### config.mk
export PLATFORM = sky130hd
export DESIGN_NAME = host_cpu_bus_port
export DESIGN_NICKNAME = d
export VERILOG_FILES = /design/src/host_bus_pkg.sv /design/src/pin_sync.sv /design/src/host_cpu_bus_port.sv
export SDC_FILE = /design/constraint.sdc
export NUM_CORES = 1
export LEC_CHECK = 0
export BUFFER_PORTS_ARGS = -buffer_cell sky130_fd_sc_hd__buf_4
export CORE_MARGIN = 8
export CORE_UTILIZATION = 55
export DETAILED_ROUTE_END_ITERATION = 8
export PLACE_DENSITY = 0.74
export SLEW_MARGIN = 5
export SYNTH_ARGS = -nofsm -noshare
export SYNTH_HDL_FRONTEND = slang
export SYNTH_HIERARCHICAL = 1
export SYNTH_SLANG_ARGS = --single-unit
### constraint.sdc
create_clock -name SYS_CLK_I -period 20.9 [get_ports SYS_CLK_I]
set_input_delay 5.225 -clock SYS_CLK_I [delete_from_list [all_inputs] [get_ports SYS_CLK_I]]
set_output_delay 5.225 -clock SYS_CLK_I [all_outputs]
set_load 0.01 [all_outputs]
### src/host_bus_pkg.sv
// host_bus_pkg: constants for the processor bus port
// assumes nothing beyond a sv-2012 compiler
package host_bus_pkg;
  localparam int          DATA_W             = 16;
  localparam int          CMD_W              = 8;
  localparam logic [7:0]  IDX_DMA_SETUP_RD   = 8'h21;
  localparam logic [7:0]  IDX_DMA_SETUP_WR   = 8'hA1;
  localparam logic [7:0]  IDX_COUNT_RD       = 8'h22;
  localparam logic [7:0]  IDX_COUNT_WR       = 8'hA2;
  localparam logic [7:0]  IDX_PART_ID_RD     = 8'h27;
  localparam logic [7:0]  IDX_BUFFER_RD      = 8'h40;
  localparam logic [7:0]  IDX_BUFFER_WR      = 8'hC0;
  localparam logic [7:0]  IDX_SCRATCH32_RD   = 8'h28;
  localparam logic [7:0]  IDX_SCRATCH32_WR   = 8'hA8;
  localparam int          BIT_COUNTER_SEL    = 2;
  localparam int          BIT_DMA_ENABLE     = 4;
  localparam int          BIT_BURST          = 5;
  localparam int          BIT_DIR_WRITE      = 0;
  localparam logic [15:0] DMA_SETUP_RST      = 16'h0000;
  localparam logic [15:0] COUNT_RST          = 16'h0000;
  // arbitrary neutral identification value
  localparam logic [15:0] PART_ID_DEFAULT    = 16'h5A01;
  localparam logic [1:0]  SYNC_MSB           = 2'h2;
  localparam int          BURST_WORDS        = 4;
endpackage

### src/pin_sync.sv
// pin_sync: three-flop synchroniser with agreement filter
// assumes the input is asynchronous to SYS_CLK_I
`timescale 1ns/1ns
module pin_sync
  import host_bus_pkg::*;
#(
  parameter int   W     = 1,
  parameter logic [W-1:0] RST_VAL = '0
) (
  input  wire logic         clk_i,
  input  wire logic         rst_i,
  input  wire logic [W-1:0] pin_i,
  output logic      [W-1:0] level_o
);
  logic [W-1:0] s1;
  logic [W-1:0] s2;
  logic [W-1:0] s3;
  // ---------------------------------------------------------------
  // sync chain
  // ---------------------------------------------------------------
  always_ff @(posedge clk_i or posedge rst_i) begin
    if (rst_i) begin
      // stages start at the idle level, so no false edge follows reset
      s1 <= RST_VAL;
      s2 <= RST_VAL;
      s3 <= RST_VAL;
    end else begin
      s1 <= pin_i;
      s2 <= s1;
      s3 <= s2;
    end
  end
  genvar g;
  generate
    for (g = 0; g < W; g++) begin : g_bit
      // a change is taken only when stages two and three agree
      always_ff @(posedge clk_i or posedge rst_i) begin
        if (rst_i) begin
          level_o[g] <= RST_VAL[g];
        end else if (s2[g] == s3[g]) begin
          level_o[g] <= s3[g];
        end
      end
    end
  endgenerate
endmodule

### src/host_cpu_bus_port.sv
// host_cpu_bus_port: processor command/data port with dma handshake
// assumes strobes, selects and eot arrive asynchronously from pins,
// and the buffer ram sits outside behind a word request interface
`timescale 1ns/1ns
module host_cpu_bus_port
  import host_bus_pkg::*;
#(
  parameter int          BURST_LEN = BURST_WORDS,
  parameter logic [15:0] PART_ID   = PART_ID_DEFAULT
) (
  input  wire logic              SYS_CLK_I,
  input  wire logic              SYS_RST_I,
  input  wire logic              CHIP_SELECT_N_I,
  input  wire logic              COMMAND_DATA_SELECT_I,
  input  wire logic              READ_N_I,
  input  wire logic              WRITE_N_I,
  input  wire logic [DATA_W-1:0] DATA_I,
  output logic      [DATA_W-1:0] DATA_O,
  output logic                   DATA_OE_O,
  output logic                   DMA_REQUEST_OUT_O,
  input  wire logic              DMA_ACKNOWLEDGE_LOW_I,
  input  wire logic              END_OF_TRANSFER_INPUT_I,
  output logic                   BUF_WR_O,
  output logic                   BUF_RD_O,
  output logic      [DATA_W-1:0] BUF_WDATA_O,
  input  wire logic [DATA_W-1:0] BUF_RDATA_I,
  output logic                   DMA_DONE_O
);
  typedef enum {DMA_IDLE, DMA_REQ, DMA_XFER} dma_state_t;

  logic [4:0]        pins;
  logic              cs_n, a0, rd_n, wr_n, ack_n;
  logic              rd_n_d, wr_n_d, ack_n_d;
  logic [DATA_W-1:0] data_s1, data_s2;
  logic [CMD_W-1:0]  command;
  logic              high_half;
  logic [15:0]       dma_setup;
  logic [15:0]       transfer_byte_count;
  logic [31:0]       scratch32;
  logic [15:0]       word_count;
  logic [15:0]       dma_count;
  logic [7:0]        burst_count;
  logic              cycle_dir_set, cycle_dir_wr;
  dma_state_t        dma_state;
  logic              pio_sel, dma_sel, rd_fall, wr_fall, wr_rise, rd_rise;
  logic              word_done, is_buffer, is_buffer_rd, is_buffer_wr;
  logic              internal_end, end_now;
  logic [DATA_W-1:0] next_rdata;
  logic [15:0]       half_count;

  // ---------------------------------------------------------------
  // pin capture
  // ---------------------------------------------------------------
  pin_sync #(
    .W       (5),
    .RST_VAL (5'h1F)
  ) u_sync (
    .clk_i   (SYS_CLK_I),
    .rst_i   (SYS_RST_I),
    .pin_i   ({CHIP_SELECT_N_I, COMMAND_DATA_SELECT_I, READ_N_I, WRITE_N_I,
                DMA_ACKNOWLEDGE_LOW_I}),
    .level_o (pins)
  );
  assign {cs_n, a0, rd_n, wr_n, ack_n} = pins;

  logic eot_lvl;
  pin_sync #(
    .W       (1),
    .RST_VAL (1'b0)
  ) u_eot (
    .clk_i   (SYS_CLK_I),
    .rst_i   (SYS_RST_I),
    .pin_i   (END_OF_TRANSFER_INPUT_I),
    .level_o (eot_lvl)
  );

  // data is copied, not synchronised: the host must hold it from strobe fall
  // until about four clocks after the strobe rises, when the filtered edge lands
  always_ff @(posedge SYS_CLK_I or posedge SYS_RST_I) begin
    if (SYS_RST_I) begin
      data_s1 <= '0;
      data_s2 <= '0;
      rd_n_d  <= 1'b1;
      wr_n_d  <= 1'b1;
      ack_n_d <= 1'b1;
    end else begin
      data_s1 <= DATA_I;
      data_s2 <= data_s1;
      rd_n_d  <= rd_n;
      wr_n_d  <= wr_n;
      ack_n_d <= ack_n;
    end
  end

  assign pio_sel = !cs_n;
  // active-low acknowledge, kept one clock for a strobe released with it
  assign dma_sel = (!ack_n || !ack_n_d) && dma_state != DMA_IDLE;
  assign rd_fall = rd_n_d && !rd_n;
  assign rd_rise = !rd_n_d && rd_n;
  assign wr_fall = wr_n_d && !wr_n;
  assign wr_rise = !wr_n_d && wr_n;
  assign half_count = {1'b0, transfer_byte_count[15:1]};
  assign is_buffer_rd = command == IDX_BUFFER_RD;
  assign is_buffer_wr = command == IDX_BUFFER_WR;
  assign is_buffer = is_buffer_rd || is_buffer_wr;

  // ---------------------------------------------------------------
  // command phase
  // ---------------------------------------------------------------
  always_ff @(posedge SYS_CLK_I or posedge SYS_RST_I) begin
    if (SYS_RST_I) begin
      command <= '0;
    end else if (pio_sel && a0 && wr_rise) begin
      command <= data_s2[CMD_W-1:0];
    end
  end

  // ---------------------------------------------------------------
  // data phase sequencing
  // ---------------------------------------------------------------
  assign word_done = pio_sel && !a0 && (rd_rise || wr_rise) && (!cycle_dir_set || cycle_dir_wr == wr_rise);
  always_ff @(posedge SYS_CLK_I or posedge SYS_RST_I) begin
    if (SYS_RST_I) begin
      high_half     <= 1'b0;
      word_count    <= '0;
      cycle_dir_set <= 1'b0;
      cycle_dir_wr  <= 1'b0;
    end else if (pio_sel && a0 && wr_rise) begin
      high_half     <= 1'b0;
      word_count    <= '0;
      cycle_dir_set <= 1'b0;
    end else if (word_done) begin
      high_half     <= !high_half;
      word_count    <= word_count + 16'h0001;
      if (!cycle_dir_set) begin
        cycle_dir_set <= 1'b1;
        cycle_dir_wr  <= wr_rise;
      end
    end
  end

  // ---------------------------------------------------------------
  // register writes
  // ---------------------------------------------------------------
  logic wr_ok;
  assign wr_ok = pio_sel && !a0 && wr_rise && (!cycle_dir_set || cycle_dir_wr);
  always_ff @(posedge SYS_CLK_I or posedge SYS_RST_I) begin
    if (SYS_RST_I) begin
      dma_setup           <= DMA_SETUP_RST;
      transfer_byte_count <= COUNT_RST;
      scratch32           <= '0;
    end else if (wr_ok) begin
      case (command)
        IDX_DMA_SETUP_WR: begin
          dma_setup <= data_s2;
        end
        IDX_COUNT_WR: begin
          transfer_byte_count <= data_s2;
        end
        IDX_SCRATCH32_WR: begin
          if (high_half) begin
            scratch32[31:16] <= data_s2;
          end else begin
            scratch32[15:0] <= data_s2;
          end
        end
        default: begin
        end
      endcase
    end
  end

  // ---------------------------------------------------------------
  // read data
  // ---------------------------------------------------------------
  always_comb begin
    next_rdata = '0;
    if (dma_sel || is_buffer_rd) begin
      next_rdata = BUF_RDATA_I;
    end else begin
      case (command)
        IDX_DMA_SETUP_RD: next_rdata = dma_setup;
        IDX_COUNT_RD:     next_rdata = transfer_byte_count;
        IDX_PART_ID_RD:   next_rdata = PART_ID;
        IDX_SCRATCH32_RD: next_rdata = high_half ? scratch32[31:16] : scratch32[15:0];
        default:          next_rdata = '0;
      endcase
    end
  end

  always_ff @(posedge SYS_CLK_I or posedge SYS_RST_I) begin
    if (SYS_RST_I) begin
      DATA_O    <= '0;
      DATA_OE_O <= 1'b0;
    end else begin
      DATA_O    <= next_rdata;
      DATA_OE_O <= !rd_n && ((pio_sel && !a0) || dma_sel);
    end
  end

  // ---------------------------------------------------------------
  // buffer ram word strobes
  // ---------------------------------------------------------------
  logic buf_pio_ok;
  // stop at half the byte count
  assign buf_pio_ok = pio_sel && !a0 && is_buffer && word_count < half_count;
  always_ff @(posedge SYS_CLK_I or posedge SYS_RST_I) begin
    if (SYS_RST_I) begin
      BUF_WR_O    <= 1'b0;
      BUF_RD_O    <= 1'b0;
      BUF_WDATA_O <= '0;
    end else begin
      BUF_WR_O    <= (buf_pio_ok && is_buffer_wr && wr_ok) ||
                     (dma_sel && dma_setup[BIT_DIR_WRITE] && wr_rise);
      BUF_RD_O    <= (buf_pio_ok && is_buffer_rd && rd_rise && word_done) ||
                     (dma_sel && !dma_setup[BIT_DIR_WRITE] && rd_rise);
      BUF_WDATA_O <= data_s2;
    end
  end

  // ---------------------------------------------------------------
  // dma engine
  // ---------------------------------------------------------------
  logic dma_word;
  assign dma_word = dma_sel && (rd_rise || wr_rise);
  assign internal_end = dma_setup[BIT_COUNTER_SEL] && dma_word &&
                        (dma_count + 16'h0002) >= transfer_byte_count;
  assign end_now = eot_lvl || internal_end;

  always_ff @(posedge SYS_CLK_I or posedge SYS_RST_I) begin
    if (SYS_RST_I) begin
      dma_state   <= DMA_IDLE;
      dma_count   <= '0;
      burst_count <= '0;
      DMA_DONE_O  <= 1'b0;
    end else begin
      DMA_DONE_O <= 1'b0;
      case (dma_state)
        DMA_IDLE: begin
          dma_count <= '0;
          if (dma_setup[BIT_DMA_ENABLE] && !eot_lvl) begin
            dma_state <= DMA_REQ;
          end
        end
        DMA_REQ: begin
          burst_count <= '0;
          if (end_now || !dma_setup[BIT_DMA_ENABLE]) begin
            dma_state  <= DMA_IDLE;
            DMA_DONE_O <= 1'b1;
          end else if (!ack_n) begin
            dma_state <= DMA_XFER;
          end
        end
        DMA_XFER: begin
          if (dma_word) begin
            dma_count   <= dma_count + 16'h0002;
            burst_count <= burst_count + 8'h01;
          end
          if (end_now) begin
            dma_state  <= DMA_IDLE;
            DMA_DONE_O <= 1'b1;
          end else if (dma_word && (!dma_setup[BIT_BURST] ||
                       burst_count == 8'(BURST_LEN - 1))) begin
            dma_state <= DMA_REQ;
          end
        end
        default: begin
          dma_state <= DMA_IDLE;
        end
      endcase
    end
  end

  assign DMA_REQUEST_OUT_O = dma_state == DMA_REQ;

  // ---------------------------------------------------------------
  // assertions
  // ---------------------------------------------------------------
  property p_cmd_port_no_drive;
    @(posedge SYS_CLK_I) disable iff (SYS_RST_I)
      (pio_sel && a0 && ack_n) |=> !DATA_OE_O;
  endproperty
  a_cmd_port_no_drive: assert property (p_cmd_port_no_drive) else $error("drive on command port");

  property p_read_drives;
    @(posedge SYS_CLK_I) disable iff (SYS_RST_I)
      (!rd_n && pio_sel && !a0) |=> DATA_OE_O;
  endproperty
  a_read_drives: assert property (p_read_drives) else $error("no drive on data read");

  property p_idle_off;
    @(posedge SYS_CLK_I) disable iff (SYS_RST_I)
      (cs_n && !dma_sel) |=> !DATA_OE_O;
  endproperty
  a_idle_off: assert property (p_idle_off) else $error("driver on while idle");

  property p_id_value;
    @(posedge SYS_CLK_I) disable iff (SYS_RST_I)
      (command == IDX_PART_ID_RD && !dma_sel) |=> DATA_O == PART_ID;
  endproperty
  a_id_value: assert property (p_id_value) else $error("bad identification");

  property p_count_write;
    @(posedge SYS_CLK_I) disable iff (SYS_RST_I)
      (wr_ok && command == IDX_COUNT_WR) |=> transfer_byte_count == $past(data_s2);
  endproperty
  a_count_write: assert property (p_count_write) else $error("count not stored");

  property p_half_toggle;
    @(posedge SYS_CLK_I) disable iff (SYS_RST_I)
      (word_done && !(a0 && wr_rise)) |=> high_half != $past(high_half);
  endproperty
  a_half_toggle: assert property (p_half_toggle) else $error("half order broken");

  property p_buf_limit;
    @(posedge SYS_CLK_I) disable iff (SYS_RST_I)
      (pio_sel && !a0 && is_buffer && word_count >= half_count && !dma_sel) |=> !BUF_WR_O && !BUF_RD_O;
  endproperty
  a_buf_limit: assert property (p_buf_limit) else $error("buffer past count");

  property p_end_stops;
    @(posedge SYS_CLK_I) disable iff (SYS_RST_I)
      (dma_state == DMA_XFER && eot_lvl) |=> dma_state == DMA_IDLE && DMA_DONE_O;
  endproperty
  a_end_stops: assert property (p_end_stops) else $error("dma not ended");

  property p_single_rerequest;
    @(posedge SYS_CLK_I) disable iff (SYS_RST_I)
      (dma_state == DMA_XFER && dma_word && !end_now && !dma_setup[BIT_BURST]) |=> DMA_REQUEST_OUT_O;
  endproperty
  a_single_rerequest: assert property (p_single_rerequest) else $error("no new request");

  c_dma_done: cover property (@(posedge SYS_CLK_I) disable iff (SYS_RST_I) DMA_DONE_O);
  c_internal_end: cover property (@(posedge SYS_CLK_I) disable iff (SYS_RST_I) internal_end);
  c_buf_write: cover property (@(posedge SYS_CLK_I) disable iff (SYS_RST_I) BUF_WR_O && !dma_sel);
  c_id_read: cover property (@(posedge SYS_CLK_I) disable iff (SYS_RST_I) DATA_OE_O && command == IDX_PART_ID_RD);
endmodule

==> metrics.md, run 1 <==
| Metric | Value |
|---|---|
| ANT cells | `0` |
| Worst Hold Class | `register to register` |
| Buffers & Inverters on Critical Path | `2` |
| Router iterations before antenna repair | `5` |
| CTS clock-pin slew for the worst setup and hold paths | `roughly 0.060 ns` |
| Gpl congestion | `around 0.84` |
| Initial antenna violation count | `0` |
| Worst IR Drop VDD | `between 60 and 70 µV` |
| Via density | `approximately 5.7` |
| CTS Hold Bufs | `0` |
| Max Clock Freq | `roughly 150 MHz` |
| Post-CTS sizing | `0` |
| Final Max Tran Viols | `0` |
| CTS Buffer Depth | `3` |
| Starting Density | `55.5%` |
| CTS H-Tree Depth | `1` |
| Synth Net Count | `approximately 800` |
| GRT Util Overall | `between 20% and 30%` |
| Worst path required time | `between 15 and 20 ns` |
| Layer carrying the most global-route usage | `met2` |
| Top fanout value on the critical path | `7` |
| Final hold vios | `0` |
| Met2 Resource Use GR | `between 30% and 40%` |
| Post-layout min period | `just under 7 ns` |
| Synth top area cells | `dfrtp_1, mux2_2, dfstp_2, ha_1, nand2_1` |
| Met1 usage in global routing | `between 20% and 30%` |
| Detailed placement HPWL | `13.9 mm` |
| Syn Area/Cell | `between 10 and 15 µm²` |
| Asr flop ratio synth | `between 90% and 100%` |
| Largest area contributor in the netlist | `dfrtp_1` |
| Final TNS setup | `0 ns` |
| TritonCTS Sinks | `~210` |
| # rows | `47` |
| Chip Width | `around 140 µm` |
| CP Launch Type | `register` |
| Largest net degree at the start of global routing | `roughly 110` |
| Routed Antenna Nets | `0` |
| Slowest cell on the critical path | `dfrtp_1` |
| CP max stage delay | `0.44 ns` |
| GR Layer Usage met3 | `under 10%` |
| CP cell instances | `inv_1 > ha_1 > buf_4` |
| CTS Root Cell | `clkbuf_16` |
| Worst skew pair latency | `about 0.49 ns` |
| Yosys reg bits | `about 210` |
| Overflow after GRT | `0` |
| Gate Count Post-Synth | `729` |
| Family with the most delay on the worst path | `flip-flops` |
| Post-Syn Area | `approximately 9100 µm²` |
| Critical Path AT | `1.53 ns` |
| Slew margin rel. | `13.3%` |
| Number of synthesized flops with an enable pin | `0` |
| Vias in the first global route | `6400` |
| DIE HEIGHT | `approximately 140 µm` |
| CTS tree | `built` |
| Die ar. | `approximately 21000 µm²` |
| WL final | `just over 20 mm` |
| Synth cell types | `66` |
| First-pass GRT wire length | `approximately 33 mm` |
| Clock Skew | `between 0.005 and 0.006 ns` |
| Area Growth Syn to Fin | `17.0%` |
| Share of layout cells above drive strength 1 | `roughly 28%` |
| P_leak | `roughly 5 nW` |
| DR iter-0 viols | `around 380` |
| Worst-Margin Slew | `approximately 1.3 ns` |
| Count of buffers inserted at the top-level ports | `76` |
| I/O Pins | `between 70 and 80` |
| Ys flop type | `dfrtp_1` |
| Vias | `about 6000` |
| Total CTS buffers | `22` |
| Status | `finished, final reports clean` |
| Nets | `roughly 890` |
| RSZ-0062 raised after global routing | `no` |
| Max_cap viols | `0` |
| Endpoints failing setup | `0` |
| Setup Crit Path Kind | `register to primary output` |
| # DRC | `0` |
| Core area | `roughly 16000 µm²` |
| Yosys warns | `6` |
| Post-synth top area share | `51.8%` |
| Setup bufs post-CTS | `0` |
| Part of the Yosys area used for sequential elements | `between 50% and 60%` |
| Pwr Density | `~97 nW/µm²` |
| Final core occ | `64.9%` |
| Tcrit/Tclk final | `around 32%` |
| Endpoint type of the worst setup path | `primary output` |
| Routed length per instance | `slightly below 20 µm` |
==> cell usage after synthesis, types with 4 or more instances <==
library cell,n
mux2_2,70
or3_1,4
xnor2_1,19
buf_2,5
o21ai_2,10
nand2b_1,4
a211oi_1,4
and3_1,9
ha_1,36
inv_1,37
o21ai_0,35
a22o_1,8
a221oi_1,16
dfrtp_1,188
nor2b_1,4
buf_6,4
a21oi_1,23
nand3_1,20
clkbuf_1,7
nand2_1,53
xor2_1,13
nor3_1,4
nor2_1,48
maj3_2,6
mux2i_1,16
nand4_1,10
dfstp_2,23
==> sequential cells by signal (all words and copies together) (netlist names), 2 cells and up <==
| signal | cells |
|---|---|
| u_sync/s2 | 5 |
| u_sync/s3 | 5 |
| BUF_WDATA_O | 16 |
| u_sync/level_o | 5 |
| data_s1 | 16 |
| word_count | 16 |
| data_s2 | 16 |
| transfer_byte_count | 16 |
| dma_count | 15 |
| burst_count | 8 |
| dma_setup | 16 |
| dma_state | 2 |
| command | 8 |
| u_sync/s1 | 5 |
| DATA_O | 16 |
| scratch32 | 32 |
==> cells by family after synthesis <==
family | synth area share (%)
DFF | 58.5
and+or+nand+nor | 9.94
AOI/OAI and AO/OA | 9.17
buffers and inverters | 3.02
muxes | 10.6
adders and majority gates | 5.71
xor gates and xnor gates | 3.09
==> worst paths after layout <==
check                             start                 to  slack, ns  cells past startpoint
setup / recovery           dma_state[1]  DMA_REQUEST_OUT_O      14.14                      3
hold / removal              data_s1[15]        data_s2[15]       0.35                      0
setup reg to reg           dma_count[7]       dma_state[1]      16.81                     12
hold reg to reg             data_s1[15]        data_s2[15]       0.35                      0
max in group asynchronous     SYS_RST_I        data_s1[10]      14.38                      3
min in group asynchronous     SYS_RST_I      u_eot/level_o       4.65                      2
==> metal layers <==
metal / vias up / part of all wire (%)
met5: - / 0
li1: 2752 / -
met1: 3054 / 43
met2: 170 / 50
met3: 47 / 4.5
met4: 0 / 2.5
==> cell type report <==
cell class / instances / area [µm²]
sequential: 211 / 5310
timing repair buffer: 80 / 601
fill: 1261 / 5730
inverter: 37 / 144
clock buffer: 38 / 757
multi-input combinational: 461 / 3500
clock inverter: 2 / 35.0
tap: 220 / 275
==> per-stage QoR <==
step                      total power, mW  std cells  hold WS [ns]  area, µm²  worst slack [ns]
after detailed placement            0.626       1009         0.335       9830             13.80
after floorplan                     0.567        729         0.331       9070             10.59
after global routing                 1.08       1049         0.355      10600             14.06
after CTS                            1.04       1049         0.348      10600             14.14
after global placement              0.618       1009         0.332       9830             13.89
final                                1.03       1049         0.346      10600             14.14
==> where the power goes <==
part	switching, mW	internal [mW]	total (mW)
Clock	0.153	0.258	0.411
Combinational	0.0841	0.0642	0.148
Sequential	0.0300	0.443	0.473
==> cell usage in the layout, fill, tap and decap left out, types with 3 or more instances in the layout <==
cell type	Yosys	routed
nand4_1	10	10
o21ai_0	35	35
nor3_1	4	4
mux2i_1	16	16
xnor2_1	19	19
a221oi_1	16	16
nand2_1	53	53
inv_1	37	36
a22o_1	8	8
mux2_2	70	70
nor4b_1	3	3
clkbuf_8	0	4
dfrtp_1	188	188
clkbuf_16	0	27
nor2b_1	4	4
and3_1	9	9
nand2b_1	4	4
a21o_1	3	3
a211oi_1	4	3
nand3_1	20	20
xor2_1	13	13
or3_1	4	4
dfstp_2	23	23
maj3_2	6	6
clkbuf_1	7	7
o21ai_2	10	10
buf_4	2	80
nor2_1	48	48
a21oi_1	23	23
ha_1	36	36
No activity file was read; power rests on OpenSTA's default activity.
==> run 2, diff against run 1 <==
--- a/config.mk
+++ b/config.mk
@@ -7,9 +7,9 @@
 export LEC_CHECK = 0
 export BUFFER_PORTS_ARGS = -buffer_cell sky130_fd_sc_hd__buf_4
 export CORE_MARGIN = 8
-export CORE_UTILIZATION = 55
+export CORE_UTILIZATION = 54
 export DETAILED_ROUTE_END_ITERATION = 8
-export PLACE_DENSITY = 0.74
+export PLACE_DENSITY = 0.76
 export SLEW_MARGIN = 5
 export SYNTH_ARGS = -nofsm -noshare
 export SYNTH_HDL_FRONTEND = slang
==> constraint.sdc (replaced) <==
create_clock -name SYS_CLK_I -period 6.2 [get_ports SYS_CLK_I]
set_input_delay 1.55 -clock SYS_CLK_I [delete_from_list [all_inputs] [get_ports SYS_CLK_I]]
set_output_delay 1.55 -clock SYS_CLK_I [all_outputs]
set_load 0.01 [all_outputs]
==> run 2 against run 1 <==
Effect of this change: core utilization down 0.33 points; cell count increased by 0.19%; largest cell class unchanged; combinational power grew to 3.5 times the previous value; sequential power increased to 3.3 times the previous value; critical path type is now register to register; power grew to 3.5 times the previous value.
==> metrics.md, run 2 (synthesis gave the netlist of run 1 again) <==
| Metric | Value |
|---|---|
| Status | `finished, final reports clean` |
| Most frequent cells in the layout | `dfrtp_1, buf_4, mux2_2, nand2_1, nor2_1` |
| Endpoint type of the worst setup path | `register` |
| Initial antenna violation count | `0` |
| Worst Hold Class | `register to register` |
| RSZ-0062 raised after global routing | `no` |
| Share of layout cells above drive strength 1 | `just under 30%` |
| Worst-Margin Slew | `1.33 ns` |
| Final hold vios | `0` |
| Slew margin rel. | `between 10% and 20%` |
| # rows | `47` |
| Area Growth Syn to Fin | `17.7%` |
| Final Power | `approximately 3.6 mW` |
| Max Clock Freq | `approximately 270 MHz` |
| Dpl ws | `around 2.6 ns` |
| P_leak | `between 5 and 6 nW` |
| Worst path required time | `about 6.6 ns` |
| DR iter-0 viols | `between 400 and 500` |
| Worst IR Drop VDD | `roughly 250 µV` |
| Max_cap viols | `0` |
| Post-layout min period | `~3.7 ns` |
| Endpoints failing setup | `0` |
| Final TNS setup | `0 ns` |
| WL final | `between 15 and 20 mm` |
| ANT cells | `0` |
| Setup bufs post-CTS | `0` |
| CP Launch Type | `register` |
| CTS H-Tree Depth | `1` |
| Placed insts | `1009` |
| Routed Antenna Nets | `0` |
| Vias | `6060` |
| Clock Skew | `0.0118 ns` |
| Router iterations before antenna repair | `5` |
| Overflow after GRT | `0` |
| I/O Pins | `77` |
| TritonCTS Sinks | `211` |
| Post-CTS sizing | `0` |
| Routed length per instance | `around 19 µm` |
| CTS tree | `built` |
| Setup Crit Path Kind | `register to register` |
| Max reg flops | `32` |
| Vias in the first global route | `6493` |
| # DRC | `0` |
| Nets | `roughly 900` |
| GRT Util Overall | `18.9%` |
| Final core occ | `64.6%` |
| Critical Path AT | `4.10 ns` |
| Tcrit/Tclk final | `about three fifths` |
| First-pass GRT wire length | `roughly 33 mm` |
| CTS Hold Bufs | `0` |
| DIE HEIGHT | `146 µm` |
| Die ar. | `21200 µm²` |
| Final Max Tran Viols | `0` |
| Total CTS buffers | `23` |
| Gpl congestion | `roughly 0.88` |
| CTS Root Cell | `clkbuf_16` |
| Largest net degree at the start of global routing | `~190` |
| Starting Density | `between 50% and 60%` |
| Worst skew pair latency | `roughly 0.52 ns` |
| Count of buffers inserted at the top-level ports | `76` |
| Top fanout value on the critical path | `5` |
| Chip Width | `146 µm` |
| Pwr Density | `roughly 340 nW/µm²` |
| Core area | `16500 µm²` |
| Final setup margin | `2.52 ns` |
| Most flop-heavy register | `scratch32` |
| Detailed placement HPWL | `roughly 14 mm` |
| CTS Buffer Depth | `3` |
| Commonest non-fill, non-tap cell in the layout | `dfrtp_1` |
| Via density | `5.77` |
| CTS clock-pin slew for the worst setup and hold paths | `roughly 0.07 ns` |
| Finished Layout Cells | `between 1000 and 1500` |
## run 2: per-layer routing
layer	track usage (%)	wire (µm)
met5	0	0
met4	8.49	739
met3	2.99	893
met2	32.1	9770
met1	23.5	8550
## run 2: cell type report
type                       count  area [µm²]
clock buffer                  28         634
clock inverter                14         206
fill                        1214        5850
inverter                      37         143
multi-input combinational    461        3500
sequential                   211        5310
tap                          220         275
timing repair buffer          80         613
## run 2: path summary, 6_finish.rpt
path	slack, ns	cells past startpoint	endpoint	startpoint
max	2.52	12	dma_state[1]	dma_count[3]
min	0.35	0	data_s2[9]	data_s1[9]
max reg2reg	2.52	12	dma_state[1]	dma_count[3]
min reg2reg	0.35	0	data_s2[9]	data_s1[9]
max in group asynchronous	4.14	3	command[5]	SYS_RST_I
min in group asynchronous	0.94	2	u_eot/s1	SYS_RST_I
## run 2: critical path: stages (launching register included)
cell	delay, ns
dfrtp_1	0.44
nand3_1	0.19
nor4b_2	0.45
and3_1	0.32
nand3_1	0.17
xnor2_1	0.17
ha_1	0.30
nand4_1	0.10
nor2_1	0.21
nand3_1	0.11
o311ai_0	0.73
a31oi_1	0.19
and3_1	0.22
## run 2: power by group
part	switching, mW	internal, mW	total, mW
combinational	0.300	0.217	0.517
sequential	0.0862	1.49	1.58
clock	0.576	0.910	1.49
total	0.962	2.62	3.58
## run 2: stage by stage
| stage | instance area (µm²) | hold WS (ns) |
|---|---|---|
| floorplan | 9080 | 0.331 |
| global placement | 9840 | 0.332 |
| detailed placement | 9840 | 0.336 |
| CTS | 10700 | 0.349 |
| global route | 10700 | 0.352 |
| finish | 10700 | 0.345 |
==> run 3, diff against run 2 <==
--- a/config.mk
+++ b/config.mk
@@ -5,6 +5,7 @@
 export SDC_FILE = /design/constraint.sdc
 export NUM_CORES = 1
 export LEC_CHECK = 0
+export ABC_AREA = 1
 export BUFFER_PORTS_ARGS = -buffer_cell sky130_fd_sc_hd__buf_4
 export CORE_MARGIN = 8
 export CORE_UTILIZATION = 54
==> constraint.sdc (replaced) <==
create_clock -name SYS_CLK_I -period 3.25 [get_ports SYS_CLK_I]
set_input_delay 0.8125 -clock SYS_CLK_I [delete_from_list [all_inputs] [get_ports SYS_CLK_I]]
set_output_delay 0.8125 -clock SYS_CLK_I [all_outputs]
set_load 0.01 [all_outputs]
==> run 3 against run 2 <==
Effect of this change: core utilization up 0.37 points; maximum frequency up 23%; global-route usage grew 0.72 points; via count rose by 15%; largest cell class unchanged; critical path type unchanged; clock skew down 0.0055 ns.
==> metrics.md, run 3 <==
| Metric | Value |
|---|---|
| Placed insts | `~1300` |
| Final TNS setup | `0 ns` |
| Register area | `between 5000 and 6000 µm²` |
| Final core occ | `65.0%` |
| Most frequent cells after synthesis | `nand2_1, dfrtp_1, inv_1` |
| DR iter-0 viols | `498` |
| Number of synthesized flops with an enable pin | `0` |
| Max_cap viols | `0` |
| Final hold vios | `0` |
| Syn Area/Cell | `~9.3 µm²` |
| Detailed placement HPWL | `~14 mm` |
| Worst path required time | `about 3.7 ns` |
| Pwr Density | `between 600 and 700 nW/µm²` |
| Router iterations before antenna repair | `5` |
| Gate Count Post-Synth | `slightly below 1000` |
| Worst skew pair latency | `0.51 ns` |
| GR Layer Usage met3 | `3.86%` |
| WL final | `just over 20 mm` |
| Clock Skew | `~0.0064 ns` |
| Commonest non-fill, non-tap cell in the layout | `nand2_1` |
| Yosys reg bits | `211` |
| Vias | `6998` |
| CTS clock-pin slew for the worst setup and hold paths | `0.06 ns` |
| GRT Util Overall | `roughly a fifth` |
| Top fanout value on the critical path | `5` |
| I/O Pins | `between 70 and 80` |
| Final setup margin | `around 0.26 ns` |
| Synth cell types | `36` |
| Finished Layout Cells | `between 1000 and 1500` |
| Chip Width | `about 150 µm` |
| # rows | `47` |
| Worst Hold Class | `input port to async pin` |
| Yosys warns | `6` |
| Multi-input gate area | `~3300 µm²` |
| Die ar. | `around 21000 µm²` |
| Tcrit/Tclk final | `91.9%` |
| CTS Root Cell | `clkbuf_16` |
| Routed length per instance | `between 15 and 20 µm` |
| Setup Crit Path Kind | `register to register` |
| Post-synth top area share | `51.5%` |
| Met2 Resource Use GR | `30.9%` |
| P_leak | `about 5.2 nW` |
| Most flop-heavy register | `scratch32` |
| Area Growth Syn to Fin | `17.9%` |
| ANT cells | `0` |
| Post-layout min period | `2.99 ns` |
| Total CTS buffers | `23` |
| Via density | `5.36` |
| # DRC | `0` |
| Layer carrying the most global-route usage | `met2` |
| Most frequent cells in the layout | `nand2_1, dfrtp_1, inv_1, buf_4, o21ai_0` |
| Part of the Yosys area used for sequential elements | `58.1%` |
| Status | `finished, final reports clean` |
| CTS tree | `built` |
| Hold_ws | `0.204 ns` |
| Post-route design area | `10800 µm²` |
| Worst IR Drop VDD | `between 500 and 600 µV` |
| Core area | `around 17000 µm²` |
| Starting Density | `~55%` |
| Overflow after GRT | `0` |
| CTS Buffer Depth | `3` |
| Max reg flops | `32` |
| CTS H-Tree Depth | `1` |
| CTS Hold Bufs | `0` |
| Gpl congestion | `between 0.8 and 0.9` |
| Slew margin rel. | `approximately two fifths` |
| Ys flop type | `dfrtp_1` |
| Filler cells | `between 1000 and 1500` |
| Synth Net Count | `approximately 1100` |
| Endpoint type of the worst setup path | `register` |
| Final Max Tran Viols | `0` |
| TritonCTS Sinks | `211` |
| Count of buffers inserted at the top-level ports | `76` |
| Most frequent cell after synthesis | `nand2_1` |
| Vias in the first global route | `6935` |
| Initial antenna violation count | `0` |
| Largest area contributor in the netlist | `dfrtp_1` |
| Asr flop ratio synth | `100%` |
| Share of layout cells above drive strength 1 | `16.7%` |
| Max Clock Freq | `about 330 MHz` |
| Largest net degree at the start of global routing | `49` |
| Cell Area, Placed | `~10000 µm²` |
| Dpl ws | `roughly 0.27 ns` |
| Synth top area cells | `dfrtp_1, nand2_1, dfstp_2, ha_1, inv_1` |
| First-pass GRT wire length | `between 30 and 40 mm` |
| Post-Syn Area | `roughly 9000 µm²` |
| Critical Path AT | `3.39 ns` |
| DIE HEIGHT | `roughly 150 µm` |
| Routed Antenna Nets | `0` |
| Final Power | `6.65 mW` |
| Nets | `1144` |
| Met1 usage in global routing | `a little over a quarter` |
| CP Launch Type | `register` |
| Worst-Margin Slew | `0.902 ns` |
| Endpoints failing setup | `0` |
-- run 3: worst paths after layout --
| kind | start | to | slack [ns] | cells past startpoint |
|---|---|---|---|---|
| worst min register to register | data_s1[7] | data_s2[7] | 0.34 | 0 |
| max in group asynchronous | SYS_RST_I | wr_n_d | 2.00 | 3 |
| worst max-delay path | dma_count[2] | dma_state[0] | 0.26 | 20 |
| worst min-delay path | SYS_RST_I | u_eot/s3 | 0.20 | 2 |
| min in group SYS_CLK_I | data_s1[7] | data_s2[7] | 0.34 | 0 |
| worst max register to register | dma_count[2] | dma_state[0] | 0.26 | 20 |
-- run 3: kinds of logic after synthesis --
logic type / after synthesis / synth area share, %
adder cells (fa/ha/maj): 36 / 4.93
AND/OR/NAND/NOR: 385 / 18.1
flip-flops: 211 / 58.1
buffers and inverters: 142 / 6.08
XOR/XNOR: 13 / 1.25
AO/OA/AOI/OAI: 194 / 11.4
multiplexers: 1 / 0.123
-- run 3: cell type report --
type	count	share of cell area, %
clock buffers	31	5.99
clock inverters	11	0.952
inverters	116	4.08
multi-input cells	629	30.6
flip-flops and latches	211	49.3
well taps	220	2.55
repair buffers	87	6.53
-- run 3: where the power goes --
part / switching, mW / internal, mW
Sequential: 0.146 / 2.86
Combinational: 0.711 / 0.401
Clock: 1.04 / 1.49
Total: 1.90 / 4.75
-- run 3: per-layer routing --
layer	wire (µm)	up-vias
li1	-	3393
met1	9540	3358
met2	9610	215
met3	1190	32
met4	354	0
met5	0	-
-- run 3: what timing repair did --
action / CTS / global route
buffers inserted: 0 / 1
setup endpoints to repair: 0 / 3
resized for setup: 0 / 6
-- run 3: critical path, cell delays in order, from the launching register on --
cell and delay, ns:
dfrtp_1 0.37, ha_2 0.20, nand3_2 0.10, nor2_2 0.15, nand4_1 0.15, nor2_2 0.18
nand4_1 0.10, or2_2 0.29, nand2_1 0.07, inv_1 0.05, ha_1 0.28, a21oi_1 0.14
o21ai_0 0.08, nor2_1 0.11, nand2_1 0.07, nand2_2 0.09, nand3_1 0.12, nor2_1 0.15
nor2_1 0.06, nand2_1 0.06, nand2_1 0.04
